$ cat config.mk
export PLATFORM = sky130hd
export DESIGN_NAME = tco_timer_one
export DESIGN_NICKNAME = d
export VERILOG_FILES = /design/src/inc/tco_pkg.sv /design/src/hdl/tco_edge_sync.sv /design/src/hdl/tco_prescaler.sv /design/src/hdl/tco_timer_one.sv
export SDC_FILE = /design/constraint.sdc
export NUM_CORES = 1
export LEC_CHECK = 0
export ABC_AREA = 1
export BUFFER_PORTS_ARGS = -buffer_cell sky130_fd_sc_hd__buf_2
export CAP_MARGIN = 20
export CORE_AREA = 2 2 100 102
export CTS_BUF_LIST = sky130_fd_sc_hd__clkbuf_16
export DETAILED_ROUTE_END_ITERATION = 8
export DIE_AREA = 0 0 102 104
export GPL_TIMING_DRIVEN = 0
export PLACE_DENSITY = 0.76
export SKIP_LAST_GASP = 1
export SLEW_MARGIN = 10
export SYNTH_ARGS = -nofsm -noshare
export SYNTH_HDL_FRONTEND = slang
export SYNTH_SLANG_ARGS = --single-unit
$ cat constraint.sdc
create_clock -name i_clk_sys -period 1.6 [get_ports i_clk_sys]
set_input_delay 0.16 -clock i_clk_sys [delete_from_list [all_inputs] [get_ports i_clk_sys]]
set_output_delay 0.16 -clock i_clk_sys [all_outputs]
set_load 0.01 [all_outputs]
$ cat src/inc/tco_pkg.sv
// shared constants for the sixteen-bit timer/counter one block
package tco_pkg;
    // bus geometry
    localparam int AXI_AW = 8;
    localparam int AXI_DW = 32;
    localparam logic [1:0] RESP_OKAY = 2'b00;
    localparam logic [1:0] RESP_SLVERR = 2'b10;

    // register byte offsets
    localparam logic [7:0] OFF_CONTROL = 8'h00;
    localparam logic [7:0] OFF_COUNT_LOW = 8'h04;
    localparam logic [7:0] OFF_COUNT_HIGH = 8'h08;
    localparam logic [7:0] OFF_FLAGS_ONE = 8'h0c;
    localparam logic [7:0] OFF_IRQ_ENABLE = 8'h10;

    // register select indices (one-hot positions)
    localparam int SEL_CONTROL = 0;
    localparam int SEL_COUNT_LOW = 1;
    localparam int SEL_COUNT_HIGH = 2;
    localparam int SEL_FLAGS_ONE = 3;
    localparam int SEL_IRQ_ENABLE = 4;
    localparam int SEL_W = 5;

    // counter_one_control fields
    localparam int BIT_COUNTER_RUN = 0;
    localparam int BIT_COUNT_SOURCE = 1;
    localparam int BIT_SYNC_DISABLE = 2;
    localparam int BIT_CRYSTAL_OSC_EN = 3;
    localparam int BIT_DIV_LO = 4;
    localparam int BIT_DIV_HI = 5;
    localparam int BIT_WIDE_ACCESS = 7;
    localparam logic [7:0] CONTROL_WMASK = 8'hbf;
    localparam logic [7:0] CONTROL_RESET = 8'h00;

    // peripheral_flags_one / enable fields
    localparam int BIT_WRAP_FLAG = 0;
    localparam int BIT_WRAP_IRQ_EN = 0;

    // count reset values and wrap point
    localparam logic [15:0] COUNT_RESET = 16'h0000;
    localparam logic [15:0] COUNT_MAX = 16'hffff;
    localparam logic [7:0] BUF_RESET = 8'h00;

    // instruction clock is the core clock divided by four
    localparam logic [1:0] INSTR_DIV_LAST = 2'h3;

    // input divider codes
    localparam logic [1:0] DIV_1 = 2'b00;
    localparam logic [1:0] DIV_2 = 2'b01;
    localparam logic [1:0] DIV_4 = 2'b10;
    localparam logic [1:0] DIV_8 = 2'b11;
endpackage

$ cat src/hdl/tco_edge_sync.sv
// two-flop synchroniser with rising edge detect for a count pin
`timescale 1ns/1ps
module tco_edge_sync (
    input wire logic i_clk_sys,
    input wire logic i_nrst,
    input wire logic i_pin,
    output logic o_rise
);
    logic meta_q;
    logic sync_q;
    logic prev_q;

    // meta_q feeds sync_q only
    always_ff @(posedge i_clk_sys or negedge i_nrst) begin
        if (!i_nrst) begin
            meta_q <= 1'b0;
            sync_q <= 1'b0;
            prev_q <= 1'b0;
        end else begin
            meta_q <= i_pin;
            sync_q <= meta_q;
            prev_q <= sync_q;
        end
    end

    assign o_rise = sync_q & ~prev_q;
endmodule

$ cat src/hdl/tco_prescaler.sv
// input divider: passes one of every 1, 2, 4 or 8 ticks
`timescale 1ns/1ps
module tco_prescaler
    import tco_pkg::*;
(
    input wire logic i_clk_sys,
    input wire logic i_nrst,
    input wire logic i_clear,
    input wire logic i_tick,
    input wire logic [1:0] i_sel,
    output logic o_tick
);
    logic [2:0] cnt_q;
    logic [2:0] cnt_d;
    logic [2:0] last;

    assign last = (i_sel == DIV_8) ? 3'h7 :
                  (i_sel == DIV_4) ? 3'h3 :
                  (i_sel == DIV_2) ? 3'h1 : 3'h0;
    assign o_tick = i_tick & (cnt_q >= last);
    assign cnt_d = i_clear ? 3'h0 : o_tick ? 3'h0 : i_tick ? cnt_q + 3'h1 : cnt_q;

    always_ff @(posedge i_clk_sys or negedge i_nrst) begin
        if (!i_nrst) begin
            cnt_q <= 3'h0;
        end else begin
            cnt_q <= cnt_d;
        end
    end
endmodule

$ cat src/hdl/tco_timer_one.sv
// sixteen-bit timer/counter one with axi4-lite register access
//
// Chosen here: the register offsets and the AXI4-Lite interface to the registers.
`timescale 1ns/1ps
module tco_timer_one
    import tco_pkg::*;
(
    input wire logic i_clk_sys,
    input wire logic i_nrst,
    // axi4-lite slave
    input wire logic [AXI_AW-1:0] i_s_axi_awaddr,
    input wire logic i_s_axi_awvalid,
    output logic o_s_axi_awready,
    input wire logic [AXI_DW-1:0] i_s_axi_wdata,
    input wire logic [3:0] i_s_axi_wstrb,
    input wire logic i_s_axi_wvalid,
    output logic o_s_axi_wready,
    output logic [1:0] o_s_axi_bresp,
    output logic o_s_axi_bvalid,
    input wire logic i_s_axi_bready,
    input wire logic [AXI_AW-1:0] i_s_axi_araddr,
    input wire logic i_s_axi_arvalid,
    output logic o_s_axi_arready,
    output logic [AXI_DW-1:0] o_s_axi_rdata,
    output logic [1:0] o_s_axi_rresp,
    output logic o_s_axi_rvalid,
    input wire logic i_s_axi_rready,
    // count inputs and system hooks
    input wire logic i_external_count_pin,
    input wire logic i_crystal_in_pin,
    input wire logic i_special_event,
    input wire logic i_core_sleep,
    output logic o_crystal_osc_enable,
    output logic o_osc_pins_override,
    output logic [15:0] o_count,
    output logic o_wrap_irq
);
    ////////////////////////////////////////////////////////////////////////////
    function automatic logic [SEL_W-1:0] reg_sel(input logic [AXI_AW-1:0] a);
        logic [AXI_AW-1:0] w;
        w = {a[AXI_AW-1:2], 2'b00};
        reg_sel = '0;
        if (w == OFF_CONTROL) begin
            reg_sel[SEL_CONTROL] = 1'b1;
        end else if (w == OFF_COUNT_LOW) begin
            reg_sel[SEL_COUNT_LOW] = 1'b1;
        end else if (w == OFF_COUNT_HIGH) begin
            reg_sel[SEL_COUNT_HIGH] = 1'b1;
        end else if (w == OFF_FLAGS_ONE) begin
            reg_sel[SEL_FLAGS_ONE] = 1'b1;
        end else if (w == OFF_IRQ_ENABLE) begin
            reg_sel[SEL_IRQ_ENABLE] = 1'b1;
        end
    endfunction

    ////////////////////////////////////////////////////////////////////////////
    // state
    logic aw_full_q, w_full_q, bvalid_q, awready_q, wready_q;
    logic [1:0] bresp_q;
    logic arready_q, rvalid_q;
    logic [1:0] rresp_q;
    logic [AXI_DW-1:0] rdata_q;
    logic [AXI_AW-1:0] aw_addr_q;
    logic [7:0] w_data_q;
    logic w_strb_q;
    logic [7:0] ctrl_q;
    logic [15:0] count_q;
    logic [15:0] count_d;
    logic [7:0] hbuf_q;
    logic wrap_flag_q, wrap_flag_d;
    logic irq_en_q;
    logic irq_q;
    logic [1:0] instr_cnt_q;

    ////////////////////////////////////////////////////////////////////////////
    // write channel: address and data may arrive in either order
    wire aw_hs = i_s_axi_awvalid & awready_q;
    wire w_hs = i_s_axi_wvalid & wready_q;
    wire do_wr = aw_full_q & w_full_q & ~bvalid_q;
    wire aw_full_d = (aw_full_q | aw_hs) & ~do_wr;
    wire w_full_d = (w_full_q | w_hs) & ~do_wr;
    wire bvalid_d = (bvalid_q & ~i_s_axi_bready) | do_wr;
    wire [SEL_W-1:0] wsel = reg_sel(aw_addr_q);
    wire wr_en = do_wr & w_strb_q; // only lane 0 carries register bits
    wire wr_ctrl = wr_en & wsel[SEL_CONTROL];
    wire wr_low = wr_en & wsel[SEL_COUNT_LOW];
    wire wr_high = wr_en & wsel[SEL_COUNT_HIGH];
    wire wr_flags = wr_en & wsel[SEL_FLAGS_ONE];
    wire wr_irqen = wr_en & wsel[SEL_IRQ_ENABLE];

    // read channel
    wire ar_hs = i_s_axi_arvalid & arready_q;
    wire [SEL_W-1:0] rsel = reg_sel(i_s_axi_araddr);
    wire wide = ctrl_q[BIT_WIDE_ACCESS];
    wire rd_low_wide = ar_hs & rsel[SEL_COUNT_LOW] & wide;
    wire [7:0] high_view = wide ? hbuf_q : count_q[15:8];
    wire [7:0] rbyte = rsel[SEL_CONTROL] ? ctrl_q :
                       rsel[SEL_COUNT_LOW] ? count_q[7:0] :
                       rsel[SEL_COUNT_HIGH] ? high_view :
                       rsel[SEL_FLAGS_ONE] ? {7'h00, wrap_flag_q} :
                       rsel[SEL_IRQ_ENABLE] ? {7'h00, irq_en_q} : 8'h00;
    wire rd_hit = |rsel;

    always_ff @(posedge i_clk_sys or negedge i_nrst) begin
        if (!i_nrst) begin
            aw_full_q <= 1'b0;
            w_full_q <= 1'b0;
            bvalid_q <= 1'b0;
            awready_q <= 1'b0;
            wready_q <= 1'b0;
            bresp_q <= RESP_OKAY;
            aw_addr_q <= '0;
            w_data_q <= 8'h00;
            w_strb_q <= 1'b0;
        end else begin
            aw_full_q <= aw_full_d;
            w_full_q <= w_full_d;
            bvalid_q <= bvalid_d;
            awready_q <= ~aw_full_d & ~bvalid_d;
            wready_q <= ~w_full_d & ~bvalid_d;
            if (aw_hs) begin
                aw_addr_q <= i_s_axi_awaddr;
            end
            if (w_hs) begin
                w_data_q <= i_s_axi_wdata[7:0];
                w_strb_q <= i_s_axi_wstrb[0];
            end
            if (do_wr) begin
                bresp_q <= (|wsel) ? RESP_OKAY : RESP_SLVERR;
            end
        end
    end

    always_ff @(posedge i_clk_sys or negedge i_nrst) begin
        if (!i_nrst) begin
            arready_q <= 1'b0;
            rvalid_q <= 1'b0;
            rresp_q <= RESP_OKAY;
            rdata_q <= '0;
        end else if (ar_hs) begin
            arready_q <= 1'b0;
            rvalid_q <= 1'b1;
            rresp_q <= rd_hit ? RESP_OKAY : RESP_SLVERR;
            rdata_q <= {24'h000000, rbyte};
        end else if (rvalid_q) begin
            rvalid_q <= ~i_s_axi_rready;
            arready_q <= i_s_axi_rready;
        end else begin
            arready_q <= 1'b1;
        end
    end

    ////////////////////////////////////////////////////////////////////////////
    // count sources
    wire run = ctrl_q[BIT_COUNTER_RUN];
    wire ext_src = ctrl_q[BIT_COUNT_SOURCE];
    wire no_sync = ctrl_q[BIT_SYNC_DISABLE];
    wire osc_en = ctrl_q[BIT_CRYSTAL_OSC_EN];
    wire instr_tick = (instr_cnt_q == INSTR_DIV_LAST);
    logic pin_rise;
    logic xtal_rise;
    logic cnt_tick;

    // async mode still samples through the flops; no edge is finer than 4 ns
    // one synchroniser per pin, so the source mux never sits ahead of the flops
    tco_edge_sync u_edge_pin (
        .i_clk_sys(i_clk_sys),
        .i_nrst(i_nrst),
        .i_pin(i_external_count_pin),
        .o_rise(pin_rise)
    );

    tco_edge_sync u_edge_xtal (
        .i_clk_sys(i_clk_sys),
        .i_nrst(i_nrst),
        .i_pin(i_crystal_in_pin),
        .o_rise(xtal_rise)
    );
    wire ext_rise = osc_en ? xtal_rise : pin_rise;

    // sync mode and timer mode stall in sleep, async mode keeps counting
    wire ext_ok = ext_rise & (no_sync | ~i_core_sleep);
    wire int_ok = instr_tick & ~i_core_sleep;
    wire pre_in = run & (ext_src ? ext_ok : int_ok);

    tco_prescaler u_pre (
        .i_clk_sys(i_clk_sys),
        .i_nrst(i_nrst),
        .i_clear(wr_low),
        .i_tick(pre_in),
        .i_sel(ctrl_q[BIT_DIV_HI:BIT_DIV_LO]),
        .o_tick(cnt_tick)
    );

    always_ff @(posedge i_clk_sys or negedge i_nrst) begin
        if (!i_nrst) begin
            instr_cnt_q <= 2'h0;
        end else begin
            instr_cnt_q <= instr_cnt_q + 2'h1;
        end
    end

    ////////////////////////////////////////////////////////////////////////////
    // count, buffer and flag
    wire wr_high_live = wr_high & ~wide;
    wire cnt_wr = wr_low | wr_high_live;
    wire wrap_set = cnt_tick & (count_q == COUNT_MAX) & ~cnt_wr & ~i_special_event;

    assign count_d = wr_low ? {high_view, w_data_q} :
                     wr_high_live ? {w_data_q, count_q[7:0]} :
                     i_special_event ? COUNT_RESET :
                     cnt_tick ? count_q + 16'h0001 : count_q;
    // hardware set beats a software clear in the same cycle
    assign wrap_flag_d = wrap_set | (wr_flags ? w_data_q[BIT_WRAP_FLAG] : wrap_flag_q);

    always_ff @(posedge i_clk_sys or negedge i_nrst) begin
        if (!i_nrst) begin
            ctrl_q <= CONTROL_RESET;
            count_q <= COUNT_RESET;
            hbuf_q <= BUF_RESET;
            wrap_flag_q <= 1'b0;
            irq_en_q <= 1'b0;
            irq_q <= 1'b0;
        end else begin
            if (wr_ctrl) begin
                ctrl_q <= w_data_q & CONTROL_WMASK;
            end
            count_q <= count_d;
            // a buffer write beats a same-cycle latch from a low read
            if (wr_high & wide) begin
                hbuf_q <= w_data_q;
            end else if (rd_low_wide) begin
                hbuf_q <= count_q[15:8];
            end
            wrap_flag_q <= wrap_flag_d;
            if (wr_irqen) begin
                irq_en_q <= w_data_q[BIT_WRAP_IRQ_EN];
            end
            irq_q <= wrap_flag_d & (wr_irqen ? w_data_q[BIT_WRAP_IRQ_EN] : irq_en_q);
        end
    end

    ////////////////////////////////////////////////////////////////////////////
    // outputs
    assign o_s_axi_awready = awready_q;
    assign o_s_axi_wready = wready_q;
    assign o_s_axi_bvalid = bvalid_q;
    assign o_s_axi_bresp = bresp_q;
    assign o_s_axi_arready = arready_q;
    assign o_s_axi_rvalid = rvalid_q;
    assign o_s_axi_rresp = rresp_q;
    assign o_s_axi_rdata = rdata_q;
    // software must allow start-up time before trusting crystal counts
    assign o_crystal_osc_enable = ctrl_q[BIT_CRYSTAL_OSC_EN];
    assign o_osc_pins_override = ctrl_q[BIT_CRYSTAL_OSC_EN];
    assign o_count = count_q;
    assign o_wrap_irq = irq_q;

    ////////////////////////////////////////////////////////////////////////////
    // checks
    a_wrap_sets_flag: assert property (
        @(posedge i_clk_sys) disable iff (!i_nrst)
        wrap_set |=> (wrap_flag_q && count_q == COUNT_RESET))
        else $error("wrap did not set flag and zero count");

    a_event_clears: assert property (
        @(posedge i_clk_sys) disable iff (!i_nrst)
        (i_special_event && !cnt_wr) |=> count_q == COUNT_RESET)
        else $error("special event did not clear count");

    a_event_no_flag: assert property (
        @(posedge i_clk_sys) disable iff (!i_nrst)
        (i_special_event && !wrap_flag_q && !wr_flags) |=> !wrap_flag_q)
        else $error("special event set the wrap flag");

    a_write_beats_event: assert property (
        @(posedge i_clk_sys) disable iff (!i_nrst)
        (wr_low && i_special_event) |=> count_q[7:0] == $past(w_data_q))
        else $error("special event beat a low byte write");

    a_stopped_holds: assert property (
        @(posedge i_clk_sys) disable iff (!i_nrst)
        (!run && !cnt_wr && !i_special_event) |=> count_q == $past(count_q))
        else $error("stopped counter moved");

    a_low_read_latch: assert property (
        @(posedge i_clk_sys) disable iff (!i_nrst)
        (rd_low_wide && !wr_high) |=> hbuf_q == $past(count_q[15:8]))
        else $error("low read did not latch high byte");

    a_wide_low_write: assert property (
        @(posedge i_clk_sys) disable iff (!i_nrst)
        (wr_low && wide) |=> count_q[15:8] == $past(hbuf_q))
        else $error("high byte not loaded from buffer");

    a_timer_rate: assert property (
        @(posedge i_clk_sys) disable iff (!i_nrst)
        (run && !ext_src && ctrl_q[BIT_DIV_HI:BIT_DIV_LO] == DIV_1 && !i_core_sleep && instr_tick
         && !cnt_wr && !i_special_event && !wr_ctrl) |=> count_q == $past(count_q) + 16'h0001)
        else $error("timer mode missed an instruction cycle");

    a_unused_bit: assert property (
        @(posedge i_clk_sys) disable iff (!i_nrst)
        wr_ctrl |=> !ctrl_q[6])
        else $error("unimplemented control bit stored");
endmodule

==> flow_metrics.py, run 1 <==
metrics = {
    "synth": {
        "synth_area_per_cell_um2": 7.57,
        "synthTopCellsByArea": "dfrtp_1 (43%), nand2_1 (15%), inv_1 (5.6%)",
        "synthFlopType": "dfrtp_1",
        "syn_inst": 594,
        "ys_types": 37,
        "ys.warnings.count": 0,
        "synth_top_cell_by_area": "dfrtp_1",
        "synth-edff-count": 0,
        "ys_seq_area_share_pct": 42.9,
        "synth_seq_cells": 77,
        "netlist_area_um2": 4500,
        "synthArstFlopShare_pct": 100,
        "synth_top_area_share_pct": 42.9,
    },
    "timing": {
        "report.final.hold_viol_count": 0,
        "drv_slew": 0,
        "skew_ps": 8.33,
        "final.period_utilization_pct": 107,
        "finalSetupViolations": 18,
        "setup_ws_ps": -117,
        "whs_ps": 19.2,
        "tns_ps": -1330,
        "min_period_ps": 1720,
        "rsz0062_at_grt": "true",
        "relSlewSlack_pct": 65.7,
        "worstMarginPinSlew_ps": 509,
        "max_freq_ghz": 0.582,
    },
    "critical_path": {
        "crit_start": "ctrl_q[5]$_DFFE_PN0P_",
        "critPathCapture": "o_count[3]$_DFFE_PN0P_",
        "crit_slowest_cell": "dfrtp_1",
        "path_cells": "inv_2, nand2_2, ha_4, nand3_2, nand3_2, nand3_4, nand3_4, nand2_8, buf_6, nand2_2, nand2_1",
        "crit_buf_inv": 2,
        "crit_cells": 11,
        "crit_path_max_incr_delay_ps": 430,
        "worstSetupEndpointType": "register",
        "crit_fanout": 5,
        "cp.arrival_ps": 1950,
        "crit_family": "simple AND/OR/NAND/NOR gates",
        "start_kind": "register",
        "path_class": "reg2reg",
        "r2r-start": "ctrl_q[5]$_DFFE_PN0P_",
        "crit_required_ps": 1830,
        "timing.rr.end": "o_count[3]$_DFFE_PN0P_",
        "ff2ff_setup_slack_ps": -120,
        "worstRegToRegCells": 11,
    },
    "finish": {
        "antennaDiodeCount": 0,
        "nets": 787,
        "drive_gt1_share_pct": 27.2,
        "stdcell_count": 856,
        "multiInputGateArea_um2": 2290,
        "nFillCells": 884,
        "seq_area_um2": 1930,
        "final_util_pct": 60.2,
        "fin_area_um2": 5740,
        "syn_to_final_growth_pct": 27.8,
    },
    "cts": {
        "cts_tree": "built",
        "cts.path.max_buffers": 2,
        "cts.sinks": 77,
        "clk_pin_slew_ps": 60,
        "htreeDepth": 3,
        "insertion_delay_ps": 340,
        "clock_tree.root_cell": "clkbuf_16",
        "cts_buffers": 9,
    },
    "power": {
        "power.density_nw_per_um2": 1150,
        "power_switching_mw": 2.50,
        "p_sw_share_pct": 37.8,
        "fin_total_pwr_mw": 6.62,
        "p_leak_nw": 2.93,
        "p_int_mw": 4.12,
        "combinationalPowerShare_pct": 30.1,
        "clkPwrFrac_pct": 28.1,
        "peakVddDrop_mv": 0.888,
        "pwr-share-seq_pct": 41.8,
    },
    "global_routing": {
        "grt_overflow_total": 0,
        "grt_pass1_vias": 4064,
        "grt_usage_pct": 24.4,
        "grt_pass1_wl_um": 20100,
        "antenna_found_initial": 0,
        "grt_max_degree": 44,
    },
    "placed_design": {
        "place_hpwl_um": 9210,
        "numPlacedInstances": 818,
        "place.gp.congestion": 0.970,
        "preCtsSetupSlack_ps": -335,
        "post_dp_cell_area_um2": 5100,
        "io_buffer_count": 65,
    },
    "floorplan": {
        "core_area_um2": 9550,
        "ios": 123,
        "die_h_um": 104,
        "dieArea_um2": 10600,
        "die_w_um": 102,
        "num_rows": 36,
        "initial_core_util_pct": 47.1,
    },
    "detailed_routing": {
        "drc": 0,
        "wl_um": 12400,
        "via_per_inst": 5.04,
        "first_pass_iters": 6,
        "ant_nets": 0,
        "num_vias": 4311,
        "drtIter0Drc": 330,
        "wl_per_cell_um": 14.5,
    },
    "run_status": {
        "violations": "setup timing",
        "status": "finished, violations left",
    },
    "hold_path": {
        "hp-class": "in2reg",
    },
    "flow_run": {
        "maxCapViolations": 0,
    },
}
==> worst register-to-register path, cell delays in order, from the launching register on <==
cell     delay (ps)
dfrtp_1         430
inv_2           110
nand2_2          70
ha_4            260
nand3_2          60
nand3_2          80
nand3_4         130
nand3_4         160
nand2_8          80
buf_6           130
nand2_2          50
nand2_1          50
==> logic make-up (layout without fill, tap and decap cells) <==
kind of cell | Yosys count | in the layout | synth area share (%)
compound gates | 78 | 78 | 9.66
simple gates | 312 | 312 | 31.6
fa+ha+maj | 6 | 6 | 1.67
buf+inv | 110 | 214 | 12.1
mux | 3 | 3 | 0.668
xor+xnor | 7 | 7 | 1.36
flops | 77 | 77 | 42.9
other cells | 1 | 26 | 0.0834
==> metal layers <==
layer  vias up  routed length (um)  global-route usage (%)
met3        40                 902                    5.65
met5         -                   0                       0
met2       185                5480                    36.4
li1       2100                   -                       -
met4         0                 434                    10.7
met1      1986                5630                    33.9
==> synthesized netlist by cell type, types with 2 or more instances <==
master,number
clkinv_1,2
o221ai_1,6
clkbuf_1,2
inv_2,2
buf_2,3
inv_1,67
dfrtp_1,77
nor3_1,3
nand4_1,9
nand3_1,34
buf_4,29
nand3_4,3
nor2_4,7
o211ai_1,4
a21oi_2,2
ha_1,6
xor2_1,5
mux2i_1,3
clkinv_2,3
o21ai_1,9
nor2_1,53
nor2_2,6
nand2_2,7
nand2_1,182
nand3_2,4
xnor2_1,2
a21oi_1,11
o21ai_0,44
==> placed cells by master (no fill, tap or decap), drive strengths merged <==
cell           n
buf          118
o31ai          1
dlygate4sd3    3
or2            1
o22ai          1
nand3         41
dfrtp         77
a21oi         13
nand2        190
xor2           5
clkinvlp       3
ha             6
mux2i          3
nand4         10
o221ai         6
inv           70
xnor2          2
clkinv         9
nand3b         1
o21ai         53
clkbuf        11
conb          26
nor3           3
nor2          66
o211ai         4
==> what timing repair did <==
item | CTS | global route
cloned | 0 | 0
hold buffers | 3 | 0
endpoints found under the hold margin | 36 | 0
setup endpoints to repair | 19 | 33
setup buffers | 11 | 8
resized for setup | 22 | 28
pin swaps | 9 | 14
==> flip-flops by register name (all words and copies together) (netlist names), 2 cells and up <==
name / cells
instr_cnt_q: 2
u_pre.cnt_q: 3
hbuf_q: 8
o_s_axi_rdata: 8
w_data_q: 8
aw_addr_q: 6
ctrl_q: 7
o_count: 16
==> final cells by class <==
type	instances	share of cell area, %
Timing Repair Buffer	88	9.39
Sequential cell	77	33.6
Tap cell	133	2.90
Buffer	35	4.44
Clock inverter	7	0.762
Multi-Input combinational cell	432	39.8
Clock buffer	9	3.92
Inverter	75	5.18
==> power groups by stage <==
stage | registers, mW | clock network, mW | logic, mW
after floorplan | 2.76 | 0 | 1.13
after global placement | 2.78 | 0 | 1.69
after detailed placement | 2.80 | 0 | 1.75
after CTS | 2.76 | 1.86 | 1.90
after global routing | 2.81 | 1.95 | 2.24
final | 2.77 | 1.86 | 1.99
==> how the worst min path moves through the flow <==
stage          depth (start not counted)                     endpoint  slack [ps]                  from
2_1_floorplan                          0     aw_addr_q[2]$_DFFE_PN0P_        -140                i_nrst
3_3_place_gp                           1  u_edge_pin.meta_q$_DFF_PN0_         270  i_external_count_pin
3_5_place_dp                           1       o_count[5]$_DFFE_PN0P_         140                i_nrst
4_1_cts                                3      w_data_q[1]$_DFFE_PN0P_          10      i_s_axi_wdata[1]
5_1_grt                                3      w_data_q[1]$_DFFE_PN0P_          30      i_s_axi_wdata[1]
6_report                               3      w_data_q[1]$_DFFE_PN0P_          20      i_s_axi_wdata[1]
(Power assumes the default switching activity.)
==> inputs of run 2 (changes only) <==
--- a/config.mk
+++ b/config.mk
@@ -8,12 +8,12 @@
 export ABC_AREA = 1
 export BUFFER_PORTS_ARGS = -buffer_cell sky130_fd_sc_hd__buf_2
 export CAP_MARGIN = 20
-export CORE_AREA = 2 2 100 102
+export CORE_AREA = 5 5 103 105
 export CTS_BUF_LIST = sky130_fd_sc_hd__clkbuf_16
 export DETAILED_ROUTE_END_ITERATION = 8
-export DIE_AREA = 0 0 102 104
+export DIE_AREA = 0 0 108 110
 export GPL_TIMING_DRIVEN = 0
-export PLACE_DENSITY = 0.76
+export PLACE_DENSITY = 0.83
 export SKIP_LAST_GASP = 1
 export SLEW_MARGIN = 10
 export SYNTH_ARGS = -nofsm -noshare
==> run 2 against run 1 <==
Against the previous run:
- the flow still finishes with violations (setup timing)
- clock skew is 1.1 ps higher
- global-route usage is 1.8 points lower
- critical path depth is 2 lower
- clock-buffer cell count stayed put
- sequential power hardly changed
- flip-flop and latch count stayed put
- utilization is 0.50 points lower
- via count is 0.65% lower
- worst hold slack worse by 8.2 ps
- die area is 12% higher
- critical endpoint is now o_count[14]$_DFFE_PN0P_
- largest cell class unchanged
- largest power group unchanged
==> flow_metrics.py, run 2 (same netlist as run 1, synthesis figures left out) <==
metrics = {
    "run_status": {
        "status": "finished, violations left",
        "violations": "setup timing",
    },
    "floorplan": {
        "core_area_um2": 9550,
        "die_h_um": 110,
        "dieArea_um2": 11900,
        "num_rows": 36,
        "die_w_um": 108,
        "initial_core_util_pct": 47.1,
        "ios": 123,
    },
    "detailed_routing": {
        "drc": 0,
        "drtIter0Drc": 334,
        "ant_nets": 0,
        "num_vias": 4283,
        "wl_per_cell_um": 15.2,
        "first_pass_iters": 5,
        "via_per_inst": 5.03,
        "wl_um": 12900,
    },
    "timing": {
        "min_period_ps": 1740,
        "rsz0062_at_grt": "true",
        "drv_slew": 0,
        "relSlewSlack_pct": 65.9,
        "setup_ws_ps": -136,
        "skew_ps": 9.46,
        "whs_ps": 10.9,
        "final.period_utilization_pct": 109,
        "report.final.hold_viol_count": 0,
        "worstMarginPinSlew_ps": 507,
        "max_freq_ghz": 0.576,
        "finalSetupViolations": 21,
    },
    "finish": {
        "largest_reg_flops": 16,
        "syn_to_final_growth_pct": 26.7,
        "nFillCells": 873,
        "drive_gt1_share_pct": 26.1,
        "final_cell_mix": "nand2_1 (179), dfrtp_1 (76), buf_2 (67)",
        "fin_area_um2": 5700,
        "seq_area_um2": 1930,
        "multiInputGateArea_um2": 2250,
        "antennaDiodeCount": 0,
        "final_common_cell": "nand2_1",
        "nets": 783,
    },
    "cts": {
        "cts_buffers": 9,
        "cts.sinks": 77,
        "clock_tree.root_cell": "clkbuf_16",
        "cts_tree": "built",
        "clk_pin_slew_ps": 70,
        "cts.path.max_buffers": 2,
        "insertion_delay_ps": 350,
        "htreeDepth": 3,
    },
    "critical_path": {
        "crit_slowest_cell": "dfrtp_1",
        "ff2ff_setup_slack_ps": -140,
        "worstRegToRegCells": 9,
        "path_class": "reg2reg",
        "crit_cells": 9,
        "path_cells": "inv_2, ha_1, nand3_2, nand3_2, nand3_4, nand2_2, nor2_4, nor2_1, a21oi_1",
        "cpMostUsedCell": "nand3_2",
        "crit_buf_inv": 1,
        "crit_fanout": 6,
        "cp.arrival_ps": 2000,
        "start_kind": "register",
        "timing.rr.end": "o_count[14]$_DFFE_PN0P_",
        "r2r-start": "ctrl_q[5]$_DFFE_PN0P_",
        "crit_path_max_incr_delay_ps": 410,
        "worstSetupEndpointType": "register",
        "crit_family": "simple AND/OR/NAND/NOR gates",
        "crit_required_ps": 1860,
    },
    "global_routing": {
        "antenna_found_initial": 0,
        "grt_max_degree": 49,
        "grt_pass1_vias": 4277,
        "grt_pass1_wl_um": 20900,
        "grt_overflow_total": 0,
        "grt_usage_pct": 22.6,
    },
    "flow_run": {
        "maxCapViolations": 0,
    },
    "power": {
        "pwr-share-seq_pct": 41.3,
        "p_leak_nw": 2.93,
        "p_sw_share_pct": 38.3,
        "peakVddDrop_mv": 0.700,
        "power.density_nw_per_um2": 1180,
        "p_int_mw": 4.14,
        "power_switching_mw": 2.57,
        "clkPwrFrac_pct": 28.7,
        "combinationalPowerShare_pct": 30.0,
        "fin_total_pwr_mw": 6.71,
    },
    "placed_design": {
        "place.gp.congestion": 0.937,
        "io_buffer_count": 65,
        "post_dp_cell_area_um2": 5110,
        "place_hpwl_um": 9790,
        "preCtsSetupSlack_ps": -296,
    },
    "hold_path": {
        "hp-class": "in2reg",
        "worstHoldStart": "i_s_axi_awaddr[4]",
        "hold-path-endpoint": "aw_addr_q[4]$_DFFE_PN0P_",
        "hold-path-cell-count": 3,
    },
}
run 2: changes by cell type in the layout (fill, tap and decap cells not counted), sizes merged:
cell	delta
buf	-4
run 2: routing by layer:
layer / GRT usage [%] / share of wire (%) / routed length [um] / vias to the layer above
met4: 10.0 / 3.2 / 418 / 0
li1: - / - / - / 2087
met2: 38.5 / 47 / 6080 / 175
met3: 3.03 / 5.9 / 758 / 36
met5: 0 / 0 / 0 / -
met1: 29.0 / 44 / 5650 / 1985
run 2: worst register-to-register path: stages (launching register included):
cell     delay [ps]
dfrtp_1         410
inv_2            70
ha_1            320
nand3_2         100
nand3_2         110
nand3_4         130
nand2_2          90
nor2_4          200
nor2_1           70
a21oi_1         150
run 2: worst max path at each step:
stage,from,to
3_3_place_gp,o_count[0]$_DFFE_PN0P_,o_wrap_irq$_DFF_PN0_
5_1_grt,ctrl_q[5]$_DFFE_PN0P_,o_count[8]$_DFFE_PN0P_
4_1_cts,ctrl_q[5]$_DFFE_PN0P_,o_count[3]$_DFFE_PN0P_
2_1_floorplan,o_count[0]$_DFFE_PN0P_,o_count[10]$_DFFE_PN0P_
3_5_place_dp,ctrl_q[5]$_DFFE_PN0P_,o_count[14]$_DFFE_PN0P_
6_report,ctrl_q[5]$_DFFE_PN0P_,o_count[14]$_DFFE_PN0P_
run 2: final cells by class:
class                           count  area share (%)
Clock buffer                        9            3.95
Multi-Input combinational cell    432            39.5
Buffer                             35            4.41
Clock inverter                      7           0.901
Timing Repair Buffer               84            9.16
Inverter                           75            5.29
Sequential cell                    77            33.8
Tap cell                          133            2.92
run 2: repair_timing:
item,in CTS,in global routing
hold buffers,3,0
resized for setup,19,21
setup buffers,8,7
endpoints found under the setup margin,19,32
endpoints found under the hold margin,31,0
pin swaps,4,11
run 2: per-stage QoR:
step | TNS, ps | instances | util [%]
final | -1520 | 852 | 59.7
after global routing | -3510 | 852 | 59.7
after CTS | -633 | 845 | 58.2
after detailed placement | -3410 | 818 | 53.5
after global placement | -12250 | 817 | 53.2
after floorplan | 0 | 619 | -
run 2: power by group through the flow:
stage               Combinational [mW]  Sequential [mW]  Clock, mW
floorplan                         1.13             2.76          0
global placement                  1.70             2.79          0
detailed placement                1.77             2.81          0
CTS                               1.89             2.76       1.95
global route                      2.24             2.82       2.01
finish                            2.01             2.77       1.92
==> inputs of run 3 (changes only) <==
--- a/config.mk
+++ b/config.mk
@@ -14,6 +14,7 @@
 export DIE_AREA = 0 0 108 110
 export GPL_TIMING_DRIVEN = 0
 export PLACE_DENSITY = 0.83
+export REMOVE_ABC_BUFFERS = 1
 export SKIP_LAST_GASP = 1
 export SLEW_MARGIN = 10
 export SYNTH_ARGS = -nofsm -noshare
==> run 3 against run 2 <==
Against the previous run:
- the run still ends with setup timing left
- critical path depth grew 2
- critical endpoint is now o_count[15]$_DFFE_PN0P_
- sequential power grew 2%
- largest power group unchanged
- die area is the same
- cell count shrank 1.6%
==> flow_metrics.py, run 3 (same netlist as run 1, synthesis figures left out) <==
metrics = {
    "run_status": {
        "status": "finished, violations left",
        "violations": "setup timing",
    },
    "detailed_routing": {
        "wl_um": 13500,
        "drtIter0Drc": 397,
        "via_per_inst": 5.26,
        "first_pass_iters": 5,
        "drc": 0,
        "ant_nets": 0,
        "wl_per_cell_um": 16.1,
        "num_vias": 4406,
    },
    "placed_design": {
        "preCtsSetupSlack_ps": -539,
        "place.gp.congestion": 0.979,
        "post_dp_cell_area_um2": 4850,
        "numPlacedInstances": 783,
        "io_buffer_count": 65,
        "place_hpwl_um": 9140,
    },
    "critical_path": {
        "crit_required_ps": 1830,
        "start_kind": "register",
        "cp.arrival_ps": 2000,
        "path_class": "reg2reg",
        "worstSetupEndpointType": "register",
        "crit_slowest_cell": "dfrtp_1",
        "path_cells": "inv_2, nand2_4, ha_4, nand3_2, nand3_2, nand3_4, buf_6, nand3_4, nand2_1, nor2_1, nor2_1",
        "crit_path_max_incr_delay_ps": 410,
        "crit_fanout": 5,
        "crit_buf_inv": 2,
        "crit_family": "simple AND/OR/NAND/NOR gates",
    },
    "cts": {
        "htreeDepth": 3,
        "cts.sinks": 77,
        "cts.path.max_buffers": 2,
        "clk_pin_slew_ps": 60,
        "cts_buffers": 9,
        "insertion_delay_ps": 340,
        "cts_tree": "built",
        "clock_tree.root_cell": "clkbuf_16",
    },
    "finish": {
        "stdcell_count": 838,
        "nets": 770,
        "largest_reg_flops": 16,
        "final_common_cell": "nand2_1",
        "syn_to_final_growth_pct": 28.8,
        "final_util_pct": 60.7,
        "drive_gt1_share_pct": 29.4,
        "fin_area_um2": 5790,
        "final_cell_mix": "nand2_1 (162), dfrtp_1 (72), buf_2 (64)",
        "antennaDiodeCount": 0,
    },
    "global_routing": {
        "grt_max_degree": 44,
        "grt_pass1_vias": 4116,
        "grt_overflow_total": 0,
        "grt_usage_pct": 22.6,
        "grt_pass1_wl_um": 20600,
        "antenna_found_initial": 0,
    },
    "power": {
        "p_leak_nw": 2.87,
        "power.density_nw_per_um2": 1200,
        "fin_total_pwr_mw": 6.96,
        "peakVddDrop_mv": 0.585,
    },
    "timing": {
        "report.final.hold_viol_count": 0,
        "tns_ps": -1910,
        "skew_ps": 6.37,
        "finalSetupViolations": 19,
        "drv_slew": 0,
        "rsz0062_at_grt": "true",
        "max_freq_ghz": 0.567,
        "setup_ws_ps": -163,
        "whs_ps": 11.5,
        "min_period_ps": 1760,
        "final.period_utilization_pct": 110,
    },
    "floorplan": {
        "core_area_um2": 9550,
        "initial_core_util_pct": 47.1,
        "die_w_um": 108,
        "die_h_um": 110,
        "dieArea_um2": 11900,
        "ios": 123,
        "num_rows": 36,
    },
    "hold_path": {
        "hp-class": "in2reg",
    },
    "flow_run": {
        "maxCapViolations": 0,
    },
}
-- run 3: cell types whose count changed in the layout (fill, tap and decap cells not counted), sizes merged --
cell    previous run  this run
clkinv             9         8
inv               70        69
nand3             41        43
buf              114       101
clkbuf            11         9
bufinv             0         1
-- run 3: worst register-to-register path, stage by stage, from the launching register on --
cell     delay (ps)
dfrtp_1         410
inv_2           130
nand2_4          70
ha_4            260
nand3_2          60
nand3_2          90
nand3_4         120
buf_6           170
nand3_4         100
nand2_1          70
nor2_1          110
nor2_1           50
-- run 3: layout make-up --
type	count	area, um^2
Multi-Input combinational cell	434	2410
Clock inverter	6	65.1
Sequential cell	77	1940
Fill cell	834	3760
Timing Repair Buffer	104	671
Clock buffer	9	225
Inverter	75	319
Tap cell	133	166
-- run 3: worst paths after layout --
kind / start / endpoint / slack, ps / cells past startpoint
min in group asynchronous: i_nrst / o_count[6]$_DFFE_PN0P_ / 310 / 2
min reg2reg: u_edge_xtal.meta_q$_DFF_PN0_ / u_edge_xtal.sync_q$_DFF_PN0_ / 360 / 0
max reg2reg: ctrl_q[5]$_DFFE_PN0P_ / o_count[15]$_DFFE_PN0P_ / -160 / 11
max: ctrl_q[5]$_DFFE_PN0P_ / o_count[15]$_DFFE_PN0P_ / -160 / 11
min: i_s_axi_wdata[1] / w_data_q[1]$_DFFE_PN0P_ / 10 / 3
max in group asynchronous: i_nrst / ctrl_q[7]$_DFFE_PN0P_ / 690 / 3
-- run 3: routing by layer --
layer / part of all wire [%] / global-route usage, % / vias to the layer above
met5: 0 / 0 / -
met1: 40 / 28.5 / 2055
met2: 47 / 37.0 / 239
met4: 4.1 / 11.9 / 0
li1: - / - / 2062
met3: 9.0 / 4.43 / 50
-- run 3: timing repair --
action	in CTS	in global routing
buffers inserted	19	18
gates cloned	2	0
endpoints found under the setup margin	32	41
gates resized for setup	48	40
pin swaps	21	24
endpoints found under the hold margin	36	0
hold buffers	3	0
-- run 3: power by group --
group	switching [mW]	internal, mW
combinational	1.35	0.772
clock	0.812	1.20
sequential	0.450	2.38
total	2.61	4.35
